**config.mk**
```make
export PLATFORM = sky130hd
export DESIGN_NAME = sar_adc_control
export DESIGN_NICKNAME = d
export VERILOG_FILES = /design/src/core/sar_adc_pkg.sv /design/src/core/trig_edge_detect.sv /design/src/core/sar_adc_control.sv
export SDC_FILE = /design/constraint.sdc
export NUM_CORES = 1
export LEC_CHECK = 0
export BUFFER_PORTS_ARGS = -buffer_cell sky130_fd_sc_hd__buf_2
export CAP_MARGIN = 20
export CELL_PAD_IN_SITES_DETAIL_PLACEMENT = 1
export CELL_PAD_IN_SITES_GLOBAL_PLACEMENT = 2
export CORE_UTILIZATION = 25
export DETAILED_ROUTE_END_ITERATION = 12
export MAX_ROUTING_LAYER = met4
export PLACE_DENSITY_LB_ADDON = 0.12
export SLEW_MARGIN = 30
export SYNTH_ARGS = -nofsm -noshare
export SYNTH_HDL_FRONTEND = slang
export SYNTH_SLANG_ARGS = --single-unit
```
**constraint.sdc**
```tcl
create_clock -name CLOCK -period 6 [get_ports CLOCK]
set_input_delay 0.9 -clock CLOCK [delete_from_list [all_inputs] [get_ports CLOCK]]
set_output_delay 0.9 -clock CLOCK [all_outputs]
set_load 0.01 [all_outputs]
```
**src/core/sar_adc_pkg.sv**
```systemverilog
package sar_adc_pkg;

  // internal bus addresses of the converter registers
  localparam logic [15:0] ADDR_RESULT_LO = 16'hFF0E;  // result, low byte / word access
  localparam logic [15:0] ADDR_RESULT_HI = 16'hFF0F;  // result, high byte
  localparam logic [15:0] ADDR_MODE      = 16'hFF80;  // converter_mode
  localparam logic [15:0] ADDR_CHAN      = 16'hFF81;  // channel_select_reg

  // reset values
  localparam logic [15:0] RESULT_RST = 16'h0000;
  localparam logic [7:0]  MODE_RST   = 8'h00;
  localparam logic [2:0]  CHAN_RST   = 3'h0;

  // converter_mode bit positions
  localparam int MODE_RUN_BIT     = 7;
  localparam int MODE_SRC_BIT     = 6;
  localparam int MODE_TIME_LSB    = 3;
  localparam int MODE_EDGE_LSB    = 1;
  localparam int MODE_BOOSTER_BIT = 0;

  // result layout: 10-bit value left-justified, low six bits zero
  localparam int RES_BITS     = 10;
  localparam int RES_PAD_BITS = 6;
  localparam int NUM_INPUTS   = 8;

  // trigger edge encodings
  localparam logic [1:0] EDGE_NONE = 2'h0;
  localparam logic [1:0] EDGE_FALL = 2'h1;
  localparam logic [1:0] EDGE_RISE = 2'h2;
  localparam logic [1:0] EDGE_BOTH = 2'h3;

  // conversion-time codes
  localparam logic [2:0] TIME_144 = 3'h0;
  localparam logic [2:0] TIME_120 = 3'h1;
  localparam logic [2:0] TIME_96  = 3'h2;
  localparam logic [2:0] TIME_576 = 3'h4;
  localparam logic [2:0] TIME_480 = 3'h5;
  localparam logic [2:0] TIME_384 = 3'h6;

  // a conversion is split into periods: two sample periods, one per result bit
  localparam int SAMPLE_PERIODS = 2;
  localparam int CONV_PERIODS   = SAMPLE_PERIODS + RES_BITS;

  // conversion lengths in main clock cycles, and the period length derived from each
  localparam int CONV_CYC_144 = 144;
  localparam int CONV_CYC_120 = 120;
  localparam int CONV_CYC_96  = 96;
  localparam int CONV_CYC_576 = 576;
  localparam int CONV_CYC_480 = 480;
  localparam int CONV_CYC_384 = 384;
  localparam logic [7:0] PER_144 = 8'(CONV_CYC_144 / CONV_PERIODS);
  localparam logic [7:0] PER_120 = 8'(CONV_CYC_120 / CONV_PERIODS);
  localparam logic [7:0] PER_96  = 8'(CONV_CYC_96 / CONV_PERIODS);
  localparam logic [7:0] PER_576 = 8'(CONV_CYC_576 / CONV_PERIODS);
  localparam logic [7:0] PER_480 = 8'(CONV_CYC_480 / CONV_PERIODS);
  localparam logic [7:0] PER_384 = 8'(CONV_CYC_384 / CONV_PERIODS);

  // converter_mode as a packed record, msb first
  typedef struct packed {
    logic       run;
    logic       start_src;
    logic [2:0] conv_time;
    logic [1:0] trig_edge;
    logic       booster;
  } mode_t;

  // controller states
  typedef enum logic [1:0] {
    ST_IDLE,
    ST_ARMED,
    ST_SAMPLE,
    ST_CONVERT
  } conv_state_t;

endpackage

```
**src/core/trig_edge_detect.sv**
```systemverilog
`timescale 1ns/1ps
`default_nettype none
module trig_edge_detect
  import sar_adc_pkg::*;
(
  input  wire logic       clk,       // main clock
  input  wire logic       rst_n,     // synchronised reset
  input  wire logic       pin_in,    // asynchronous trigger pin
  input  wire logic [1:0] edge_sel,  // edge selection code
  output logic            hit        // one-cycle pulse on a selected edge
);
  logic meta_r;
  logic sync_r;
  logic prev_r;

  // two-stage synchroniser; the first stage feeds only the second
  always_ff @(posedge clk or negedge rst_n) begin
    if (!rst_n) begin
      meta_r <= 1'b0;
      sync_r <= 1'b0;
      prev_r <= 1'b0;
    end else begin
      meta_r <= pin_in;
      sync_r <= meta_r;
      prev_r <= sync_r;
    end
  end

  always_comb begin
    case (edge_sel)
      EDGE_FALL: hit = prev_r & ~sync_r;
      EDGE_RISE: hit = ~prev_r & sync_r;
      EDGE_BOTH: hit = prev_r ^ sync_r;
      default:   hit = 1'b0;
    endcase
  end
endmodule // trig_edge_detect
`default_nettype wire

```
**src/core/sar_adc_control.sv**
```systemverilog
// Function
// - eight inputs, one per conversion, 10-bit result
// - edge field: none, falling, rising, both
// - hardware mode: one conversion, interrupt, wait trigger
// - software mode: convert back to back while running
// - interrupt once at every conversion end
// - approximation msb first, copy at lsb
// - 16-bit result, left-justified, low six zero
// - high eight bits in high byte
// - reset clears result to zero
// - mode register byte/bit writable, resets zero
// - mode bit 7 is run control
// - mode bit 6 selects start source
// - time field sets conversion length in cycles
// - bit 0 enables booster, software waits
// - run and start source bits select state
// - sample input at start, hold afterwards
// - channel register three bits, resets zero
// - mode/channel write aborts, restarts if running in software mode
// - hardware mode channel write waits new trigger
// - clearing run stops conversion at once
`timescale 1ns/1ps
`default_nettype none
module sar_adc_control
  import sar_adc_pkg::*;
(
  input  wire logic        CLOCK,        // main system clock
  input  wire logic        RST_N,        // asynchronous active-low reset
  input  wire logic [15:0] BUS_ADDR,     // internal bus address
  input  wire logic        BUS_WR,       // 8-bit write strobe
  input  wire logic [7:0]  BUS_WDATA,    // 8-bit write data
  input  wire logic        BUS_BIT_WR,   // single-bit write strobe
  input  wire logic [2:0]  BUS_BIT_IDX,  // bit number for a bit write
  input  wire logic        BUS_BIT_VAL,  // value for a bit write
  input  wire logic        BUS_RD,       // read strobe
  output logic [15:0]      BUS_RDATA,    // read data, one cycle after strobe
  output logic             BUS_RVALID,   // read data valid pulse
  input  wire logic        EXT_TRIG_IN,  // external trigger pin
  input  wire logic        CMP_IN,       // comparator: input at or above tap
  output logic [2:0]       ANALOG_SEL,   // input selector to the sampler
  output logic             SAMPLE_EN,    // high: sampler tracks, low: holds
  output logic [9:0]       TAP_CODE,     // trial code for the resistor string
  output logic             BOOSTER_EN,   // reference booster enable
  output logic             CONVERTING,   // conversion running
  output logic             CONV_DONE_IRQ // end-of-conversion pulse
);

  logic        rst_meta_r;
  logic        rst_n_r;
  logic        cmp_meta_r;
  logic        cmp_sync_r;
  mode_t       mode_r;
  mode_t       mode_nxt;
  logic [2:0]  chan_r;
  logic [15:0] result_r;
  logic [9:0]  sar_r;
  conv_state_t state_r;
  conv_state_t state_nxt;
  logic [7:0]  per_len_r;
  logic [7:0]  tick_r;
  logic [3:0]  period_r;
  logic [2:0]  conv_chan_r;
  logic [7:0]  per_len_sel;
  logic        mode_wr;
  logic        chan_wr;
  logic        any_wr;
  logic        trig_hit;
  logic        period_end;
  logic        last_bit;
  logic        conv_end;
  logic        start_conv;
  logic [3:0]  bit_idx;
  logic [15:0] rdata_nxt;

  // reset release through two flops, assertion stays asynchronous
  // the release is synchronous, so no flop sees reset lift near an edge
  always_ff @(posedge CLOCK or negedge RST_N) begin
    if (!RST_N) begin
      rst_meta_r <= 1'b0;
      rst_n_r    <= 1'b0;
    end else begin
      rst_meta_r <= 1'b1;
      rst_n_r    <= rst_meta_r;
    end
  end

  // comparator output is analog-timed, so synchronise it
  // costs two cycles of lag, well inside the shortest bit period
  always_ff @(posedge CLOCK or negedge rst_n_r) begin
    if (!rst_n_r) begin
      cmp_meta_r <= 1'b0;
      cmp_sync_r <= 1'b0;
    end else begin
      cmp_meta_r <= CMP_IN;
      cmp_sync_r <= cmp_meta_r;
    end
  end

  // write decode; only the mode register takes bit writes
  // channel bits 7:3 are not stored, so a bit write there has nothing to hit
  assign mode_wr = (BUS_WR | BUS_BIT_WR) && (BUS_ADDR == ADDR_MODE);
  assign chan_wr = BUS_WR && (BUS_ADDR == ADDR_CHAN);
  assign any_wr  = mode_wr | chan_wr;

  // next mode value for byte or bit write
  // a bit write changes one field, the others keep their value
  always_comb begin
    mode_nxt = mode_r;
    if (BUS_WR && BUS_ADDR == ADDR_MODE) begin
      mode_nxt = mode_t'(BUS_WDATA);
    end else if (BUS_BIT_WR && BUS_ADDR == ADDR_MODE) begin
      mode_nxt[BUS_BIT_IDX] = BUS_BIT_VAL;
    end
  end

  // mode register
  // written whole by a byte write, one bit at a time by a bit write
  always_ff @(posedge CLOCK or negedge rst_n_r) begin
    if (!rst_n_r) begin
      mode_r <= mode_t'(MODE_RST);
    end else if (mode_wr) begin
      mode_r <= mode_nxt;
    end
  end

  // channel register, three low bits only
  // upper bits are not kept and read back as zero
  always_ff @(posedge CLOCK or negedge rst_n_r) begin
    if (!rst_n_r) begin
      chan_r <= CHAN_RST;
    end else if (chan_wr) begin
      chan_r <= BUS_WDATA[2:0];
    end
  end

  // external trigger, synchronised and edge-qualified
  // a new edge code takes effect the cycle after its write
  trig_edge_detect u_trig (
    .clk      (CLOCK),
    .rst_n    (rst_n_r),
    .pin_in   (EXT_TRIG_IN),
    .edge_sel (mode_r.trig_edge),
    .hit      (trig_hit)
  );

  // period length from the conversion-time code
  // the length is frozen at start, so a later time write cannot stretch a period
  always_comb begin
    case (mode_nxt.conv_time)
      TIME_144: per_len_sel = PER_144;
      TIME_120: per_len_sel = PER_120;
      TIME_96:  per_len_sel = PER_96;
      TIME_576: per_len_sel = PER_576;
      TIME_480: per_len_sel = PER_480;
      TIME_384: per_len_sel = PER_384;
      default:  per_len_sel = PER_144; // prohibited codes fall back to the 144-cycle length
    endcase
  end

  // period and bit bookkeeping
  assign period_end = (tick_r == per_len_r - 8'h01);
  assign bit_idx    = 4'(CONV_PERIODS - 1) - period_r;
  assign last_bit   = (period_r == 4'(CONV_PERIODS - 1));
  assign conv_end   = (state_r == ST_CONVERT) && period_end && last_bit;

  // run and start source bits pick stop, wait or convert
  // any mode or channel write aborts; with the run bit set, software mode restarts from the top and hardware mode rearms
  always_comb begin
    state_nxt  = state_r;
    start_conv = 1'b0;
    if (any_wr) begin
      // a write in the final cycle wins over the result store
      // run bit clear stops everything
      // start source picks armed or sampling
      if (!mode_nxt.run) begin
        state_nxt = ST_IDLE;
      end else if (mode_nxt.start_src) begin
        // hardware mode waits for a fresh edge
        state_nxt = ST_ARMED;
      end else begin
        state_nxt  = ST_SAMPLE;
        start_conv = 1'b1;
      end
    end else begin
      case (state_r)
        ST_IDLE: begin
          state_nxt = ST_IDLE;
        end
        ST_ARMED: begin
          // edges are only accepted while armed, never mid-conversion
          if (trig_hit) begin
            state_nxt  = ST_SAMPLE;
            start_conv = 1'b1;
          end
        end
        ST_SAMPLE: begin
          if (period_end && period_r == 4'(SAMPLE_PERIODS - 1)) begin
            state_nxt = ST_CONVERT;
          end
        end
        ST_CONVERT: begin
          if (conv_end) begin
            if (mode_r.start_src) begin
              state_nxt = ST_ARMED;
            end else begin
              // software mode runs back to back
              state_nxt  = ST_SAMPLE;
              start_conv = 1'b1;
            end
          end
        end
        default: begin
          state_nxt = ST_IDLE;
        end
      endcase
    end
  end

  // controller state
  // one register; every decision is made in the comb block above
  always_ff @(posedge CLOCK or negedge rst_n_r) begin
    if (!rst_n_r) begin
      state_r <= ST_IDLE;
    end else begin
      state_r <= state_nxt;
    end
  end

  // timing counters; per_len_r is frozen for the whole conversion
  // outside a conversion the counters rest at zero, ready for a start
  always_ff @(posedge CLOCK or negedge rst_n_r) begin
    if (!rst_n_r) begin
      tick_r    <= 8'h00;
      period_r  <= 4'h0;
      per_len_r <= PER_144;
    end else if (start_conv) begin
      tick_r    <= 8'h00;
      period_r  <= 4'h0;
      per_len_r <= per_len_sel;
    end else if (state_r == ST_SAMPLE || state_r == ST_CONVERT) begin
      if (period_end) begin
        tick_r   <= 8'h00;
        period_r <= period_r + 4'h1;
      end else begin
        tick_r <= tick_r + 8'h01;
      end
    end else begin
      tick_r   <= 8'h00;
      period_r <= 4'h0;
    end
  end

  // input choice latched at start, held all conversion
  // one channel of eight per conversion
  // a restarting channel write is taken at once, not a cycle late
  always_ff @(posedge CLOCK or negedge rst_n_r) begin
    if (!rst_n_r) begin
      conv_chan_r <= CHAN_RST;
    end else if (start_conv) begin
      conv_chan_r <= chan_wr ? BUS_WDATA[2:0] : chan_r;
    end
  end

  // trial bit set, kept or dropped, msb downward
  // an aborting write leaves sar_r alone; the restart reloads it
  always_ff @(posedge CLOCK or negedge rst_n_r) begin
    if (!rst_n_r) begin
      sar_r <= 10'h000;
    end else if (state_r == ST_SAMPLE && !any_wr && state_nxt == ST_CONVERT) begin
      sar_r <= 10'h200;
    end else if (state_r == ST_CONVERT && period_end && !any_wr) begin
      // comparator sampled in the last cycle of the bit period, well past sync delay
      sar_r[bit_idx] <= cmp_sync_r;
      if (!last_bit) begin
        sar_r[bit_idx - 4'h1] <= 1'b1;
      end
    end
  end

  // copy on lsb decision, skipped if a write aborts
  // upper eight bits land in the high byte
  // reset clears the result
  // the lsb comes straight from the comparator, sar_r has not got it yet
  always_ff @(posedge CLOCK or negedge rst_n_r) begin
    if (!rst_n_r) begin
      result_r <= RESULT_RST;
    end else if (conv_end && !any_wr) begin
      result_r <= {sar_r[9:1], cmp_sync_r, {RES_PAD_BITS{1'b0}}};
    end
  end

  // pulse in the result load cycle
  // combinational, so it cannot outlast the single conv_end cycle
  always_comb begin
    CONV_DONE_IRQ = conv_end && !any_wr;
  end

  // read mux; the result word must be taken in one access
  // the high-byte address answers in the low bits for byte readers
  always_comb begin
    case (BUS_ADDR)
      ADDR_RESULT_LO: rdata_nxt = result_r;
      ADDR_RESULT_HI: rdata_nxt = {8'h00, result_r[15:8]};
      ADDR_MODE:      rdata_nxt = {8'h00, mode_r};
      ADDR_CHAN:      rdata_nxt = {13'h0000, chan_r};
      default:        rdata_nxt = 16'h0000;
    endcase
  end

  // registered read data
  // data holds until the next read, so a slow reader still sees it
  always_ff @(posedge CLOCK or negedge rst_n_r) begin
    if (!rst_n_r) begin
      BUS_RDATA  <= 16'h0000;
      BUS_RVALID <= 1'b0;
    end else begin
      BUS_RVALID <= BUS_RD;
      if (BUS_RD) begin
        BUS_RDATA <= rdata_nxt;
      end
    end
  end

  // analog-side drive
  // the sampler tracks only in the sample phase and holds through the bit periods
  // booster follows its enable bit
  always_comb begin
    ANALOG_SEL = conv_chan_r;
    SAMPLE_EN  = (state_r == ST_SAMPLE);
    TAP_CODE   = sar_r;
    BOOSTER_EN = mode_r.booster;
    CONVERTING = (state_r == ST_SAMPLE) || (state_r == ST_CONVERT);
  end

endmodule // sar_adc_control
`default_nettype wire

```
Word level (Yosys, flattened, before mapping):

Index checks and enable logic that the tools add are counted.

* add/subtract/negate cells: 5
* order comparisons: 6
* eq/ne operators: 20
* multiplexer cells: 38
* bitwise logic cells: 8
* reductions and logical operators: 20

Operators with widths (number)
* 16-bit equality test, second input constant: 4
* 16-bit case mux with 4 select lines: 1
* 8-bit two-way mux: 5
* 10-bit two-way mux: 3
* 6-bit case mux with 5 select lines: 1
* 1-bit logical AND: 14
* 2-bit two-way mux: 7
* 4-bit two-way mux: 3
* 10-bit bitwise mux: 1
* 2-bit equality test, second input constant: 5
* 4-bit by 5-bit < comparator with 1-bit output, second input constant: 2
* 10-bit OR: 1
* 3-bit equality test, second input constant: 3
* 1-bit two-way mux: 9
* 8-bit by 1-bit adder with 8-bit output, second input constant: 1
* 8-bit bitwise mux: 1
* 1-bit demux with 4-bit select: 2
* 8-bit equality test: 1
* 4-bit by 1-bit greater-or-equal comparator with 1-bit output, second input constant: 2
* 2-bit case mux with 4 select lines: 1
* 8-bit by 1-bit subtractor with 8-bit output, second input constant: 1
* 4-bit by 1-bit adder with 4-bit output, second input constant: 1
* 2-bit by 1-bit equality test with 1-bit output, second input constant: 2
* 4-bit by 1-bit equality test with 1-bit output, second input constant: 1
* other kinds (21): 25

* bits in registers: 80
* input port bits: 35
* output and inout port bits: 34
* logic and storage cells: 119

Longest topological paths before layout:

* depth in word-level cells: 13
* depth in mapped cells: 11
* depth with buffers taken out: 9

Modules after synthesis:

From an unflattened synthesis, not the netlist that was laid out.

* cells, all modules: 448
* area total of the unflattened synthesis: 4220.3 µm²

By module, submodules not included
* sar_adc_control: times used 1, cells each 436, area each 4086.4 µm², sequential area each 1854.3 µm²
* trig_edge_detect: times used 1, cells each 12, area each 133.9 µm², sequential area each 75.1 µm²

Least setup slack after synthesis:

Ideal clock, no wire load.

* kind: input to output
* start: input port BUS_ADDR[6]
* end: output port CONV_DONE_IRQ
* arrival time: 2542 ps
* data required time: 5100 ps
* path slack: 2558 ps
* stages: 7
* path buffers: 2
* path through: or4b_4 nor3_1 nand2_1 and4_1 buf_2 and2_1 buf_2

* longest elaborated chain between the ends: 5
* elaborated cells on any way between the ends: 7
* classes of those cells: eq/ne (2); bitwise (1); reduce/logical (4)

Ends and longest elaborated chain
* start: declaration: line sar_adc_control.sv:29 `input wire logic [15:0] BUS_ADDR,`
* 16-bit equality test (on tied branches): line sar_adc_control.sv:101, sar_adc_control.sv:102
* 1-bit logical AND (on tied branches): line sar_adc_control.sv:101, sar_adc_control.sv:102
* 1-bit OR (*): line sar_adc_control.sv:103 `assign any_wr = mode_wr | chan_wr;`
* 1-bit zero test (*): line sar_adc_control.sv:295 `CONV_DONE_IRQ = conv_end && !any_wr;`
* 1-bit logical AND (*): line sar_adc_control.sv:295
* end: declaration: line sar_adc_control.sv:45 `output logic CONV_DONE_IRQ`

Every way passes the cells marked *; elsewhere a longest branch is shown, timed or not.

Final worst setup path:

* start: register per_len_r[1]
* end: output port CONV_DONE_IRQ

* longest elaborated chain between the ends: 5

Ends and longest elaborated chain
* start: declaration: line sar_adc_control.sv:59 `logic [7:0] per_len_r;`
* start signal: assignment: line sar_adc_control.sv:239 `per_len_r <= per_len_sel;`
* 8-bit by 1-bit subtractor with 8-bit output: line sar_adc_control.sv:161 `assign period_end = (tick_r == per_len_r - 8'h01);`
* 8-bit equality test: line sar_adc_control.sv:161
* 1-bit logical AND (2 in a row): line sar_adc_control.sv:164 `assign conv_end = (state_r == ST_CONVERT) && period_end && last_bit;`
* 1-bit logical AND: line sar_adc_control.sv:295

No other way between the ends.

==> flow_metrics.py <==
metrics = {
    "critical_path": {
        "arrival_ns": 3.70,
        "path_depth": 9,
        "worstPathRequired_ns": 5.10,
        "reg2reg_depth": 9,
        "endpoint": "CONV_DONE_IRQ",
        "r2r_slack_ns": 2.36,
        "r2r-start": "per_len_r[1]$_DFFE_PN0P_",
        "crit_start": "per_len_r[1]$_DFFE_PN0P_",
        "crit_family": "simple AND/OR/NAND/NOR gates",
        "cp_max_fo": 19,
        "path_class": "reg2out",
        "crit_path_end_kind": "output pin",
        "crit_path_max_incr_delay_ns": 0.70,
        "critPathBufInv": 2,
        "path_cells": "inv_1, ha_1, nor4b_1, xnor2_1, o2111ai_1, a21oi_1, and4_1, and2_1, buf_2",
        "slowest_stage": "and4_1",
        "critPathLaunchType": "flip-flop",
        "r2r-end": "result_r[8]$_DFFE_PN0P_",
    },
    "final_layout": {
        "num-fill-cells": 1868,
        "final_nets": 530,
        "drive_above_1_share_pct": 24.2,
        "diodes": 0,
        "area_growth_pct": 21.3,
    },
    "sta": {
        "finalCritPeriodShare_pct": 76.6,
        "fin_skew_ns": 0.0111,
        "timing.final.ws_setup_ns": 1.40,
        "tightest_slew_ns": 0.854,
        "setup_viol": 0,
        "min_period_ns": 4.60,
        "hold_viol": 0,
        "drv_slew": 0,
        "hold_slack_ns": 0.323,
        "tns_ns": 0,
        "rsz0062_at_grt": "false",
        "clock.fmax_ghz": 0.218,
        "slew_headroom_pct": 42.7,
    },
    "floorplanning": {
        "pin_count": 69,
        "dieWidth_microns": 130,
        "die_height_microns": 130,
        "start_util_pct": 25.6,
        "die_area_sq_um": 16900,
        "core.rowCount": 46,
        "core-area_sq_um": 15900,
    },
    "clocking": {
        "cts-resized-gates": 0,
        "clock_latency_ns": 0.34,
        "numCtsBuffers": 9,
        "htreeDepth": 3,
        "cts_num_sinks": 77,
        "cts_hold_buf": 0,
        "cts_tree": "built",
        "cts_setup_buffers": 0,
        "cts_buffer_depth": 2,
        "root_buffer": "clkbuf_16",
        "clk_pin_slew_ns": 0.07,
    },
    "placed_design": {
        "post-place-ws_ns": 1.75,
        "gp_congestion": 0.756,
        "dp_hpwl_mm": 8.85,
        "port_buffers": 68,
    },
    "synthesis": {
        "synthFlopType": "dfrtp_1",
        "synth_top_area_share_pct": 45.9,
        "synth_nets": 468,
        "avgSynthCellArea_sq_um": 9.71,
        "synthesis.area_sq_um": 4090,
        "synth-edff-count": 0,
        "yosysTopAreaCell": "dfrtp_1",
        "synth-seq-cells": 77,
        "synth_warnings": 0,
        "ys_types": 61,
        "synth_commonest_cells": "dfrtp_1, nand2_1, inv_1, nor2_1, o21ai_0",
        "seq_area_frac_synth_pct": 47.2,
        "async_reset_ff_share_pct": 100,
        "synthCells": 421,
        "synth_most_common_cell": "dfrtp_1",
        "synth_area_leaders": "dfrtp_1, nand2_1, mux2_2, ha_1, inv_1",
    },
    "routing": {
        "drc_errors": 0,
        "dr.first_iter.drc_count": 142,
        "routedWlPerCell_microns": 16.8,
        "viasPerCell": 4.66,
        "ant_nets": 0,
        "routed_wl_mm": 11.8,
        "vias": 3278,
        "first_pass_iters": 4,
    },
    "grt": {
        "grt_antenna_before_repair": 0,
        "grt_pass1_vias": 3405,
        "grt_max_degree": 40,
        "grt_pass1_wl_mm": 19.0,
        "overflow": 0,
        "track_usage_pct": 15.4,
    },
    "power": {
        "irDropWorstVdd_mv": 0.141,
        "power.density_nw_per_um2": 326,
        "leakage_nw": 2.31,
        "finalPower_w": 0.00162,
    },
    "worst_hold_path": {
        "hp-class": "in2async",
    },
    "run_status": {
        "status": "finished clean",
    },
    "job": {
        "max_cap_viol_count": 0,
    },
}
how the worst min path moves through the flow:
stage	startpoint	endpoint	slack [ns]
2_1_floorplan	cmp_meta_r$_DFF_PN0_	cmp_sync_r$_DFF_PN0_	0.33
3_3_place_gp	cmp_meta_r$_DFF_PN0_	cmp_sync_r$_DFF_PN0_	0.33
3_5_place_dp	rst_n_r$_DFF_PN0_	TAP_CODE[9]$_DFFE_PN0P_	0.34
4_1_cts	RST_N	rst_n_r$_DFF_PN0_	0.31
5_1_grt	RST_N	rst_n_r$_DFF_PN0_	0.31
6_report	RST_N	rst_n_r$_DFF_PN0_	0.32
kinds of logic (layout without fill, tap and decap cells):
| kind of cell | after synthesis | count (layout) | share of synthesized area [%] |
|---|---|---|---|
| flip-flops | 77 | 77 | 47.2 |
| AND/OR/NAND/NOR | 141 | 141 | 17.9 |
| multiplexers | 25 | 25 | 7.19 |
| AO/OA/AOI/OAI | 94 | 94 | 15.1 |
| adder cells (fa/ha/maj) | 12 | 12 | 3.67 |
| other | 1 | 1 | 0.0917 |
| XOR/XNOR | 17 | 17 | 3.64 |
| buffers and inverters | 54 | 121 | 5.23 |
layout make-up:
| type | instances | area, sq um | share of cell area [%] |
|---|---|---|---|
| clock buffer | 10 | 239 | 4.82 |
| timing repair buffer | 69 | 360 | 7.27 |
| clock inverter | 6 | 70.1 | 1.41 |
| sequential | 77 | 1930 | 39.0 |
| tap | 216 | 270 | 5.45 |
| multi-input combinational | 290 | 1950 | 39.3 |
| inverter | 36 | 135 | 2.73 |
stage by stage:
step | instance area (sq um) | instances | utilization [%]
finish | 4960 | 704 | 31.1
CTS | 4950 | 704 | 31.1
global placement | 4620 | 687 | 29.0
detailed placement | 4640 | 688 | 29.1
global route | 4960 | 704 | 31.1
floorplan | 4090 | 421 | -
placed cells by master, fill, tap and decap left out, drive strengths merged, types with 3 or more instances in the layout:
master   n
nand3    9
ha      12
and2     3
buf     69
o21ai   25
dfrtp   75
and3    11
a22oi    6
xor2     9
o22ai    8
nor3     5
nor3b    3
xnor2    8
inv     37
a31oi    6
a21oi   18
mux2    20
mux2i    5
nor2    28
nand2   48
clkbuf  10
clkinv   4
a22o     3
nand4    4
nand2b   6
nor2b    6
a211oi   9
where the power goes:
| group | total [W] | internal (W) | switching [W] | leakage [nW] |
|---|---|---|---|---|
| clock | 0.000570 | 0.000337 | 0.000233 | 0.153 |
| sequential | 0.000664 | 0.000577 | 0.0000875 | 1.00 |
| combinational | 0.000383 | 0.000166 | 0.000217 | 1.15 |
| total | 0.00162 | 0.00108 | 0.000538 | 2.31 |
state kept, by name (all words and copies together) (netlist names), 2 cells and up:
name and cells:
BUS_RDATA 16, TAP_CODE 10, result_r 10, tick_r 8, mode_r 7, per_len_r 5
period_r 4, ANALOG_SEL 3, chan_r 3, state_r 2
routing by layer:
metal,part of all wire [%],global-route usage (%),vias to the layer above
met2,44,22.8,63
met4,1.2,4.72,0
met1,51,21.2,1601
met5,0,-,-
li1,-,-,1601
met3,3.6,2.75,13
Power figures use the tool's default switching activity.
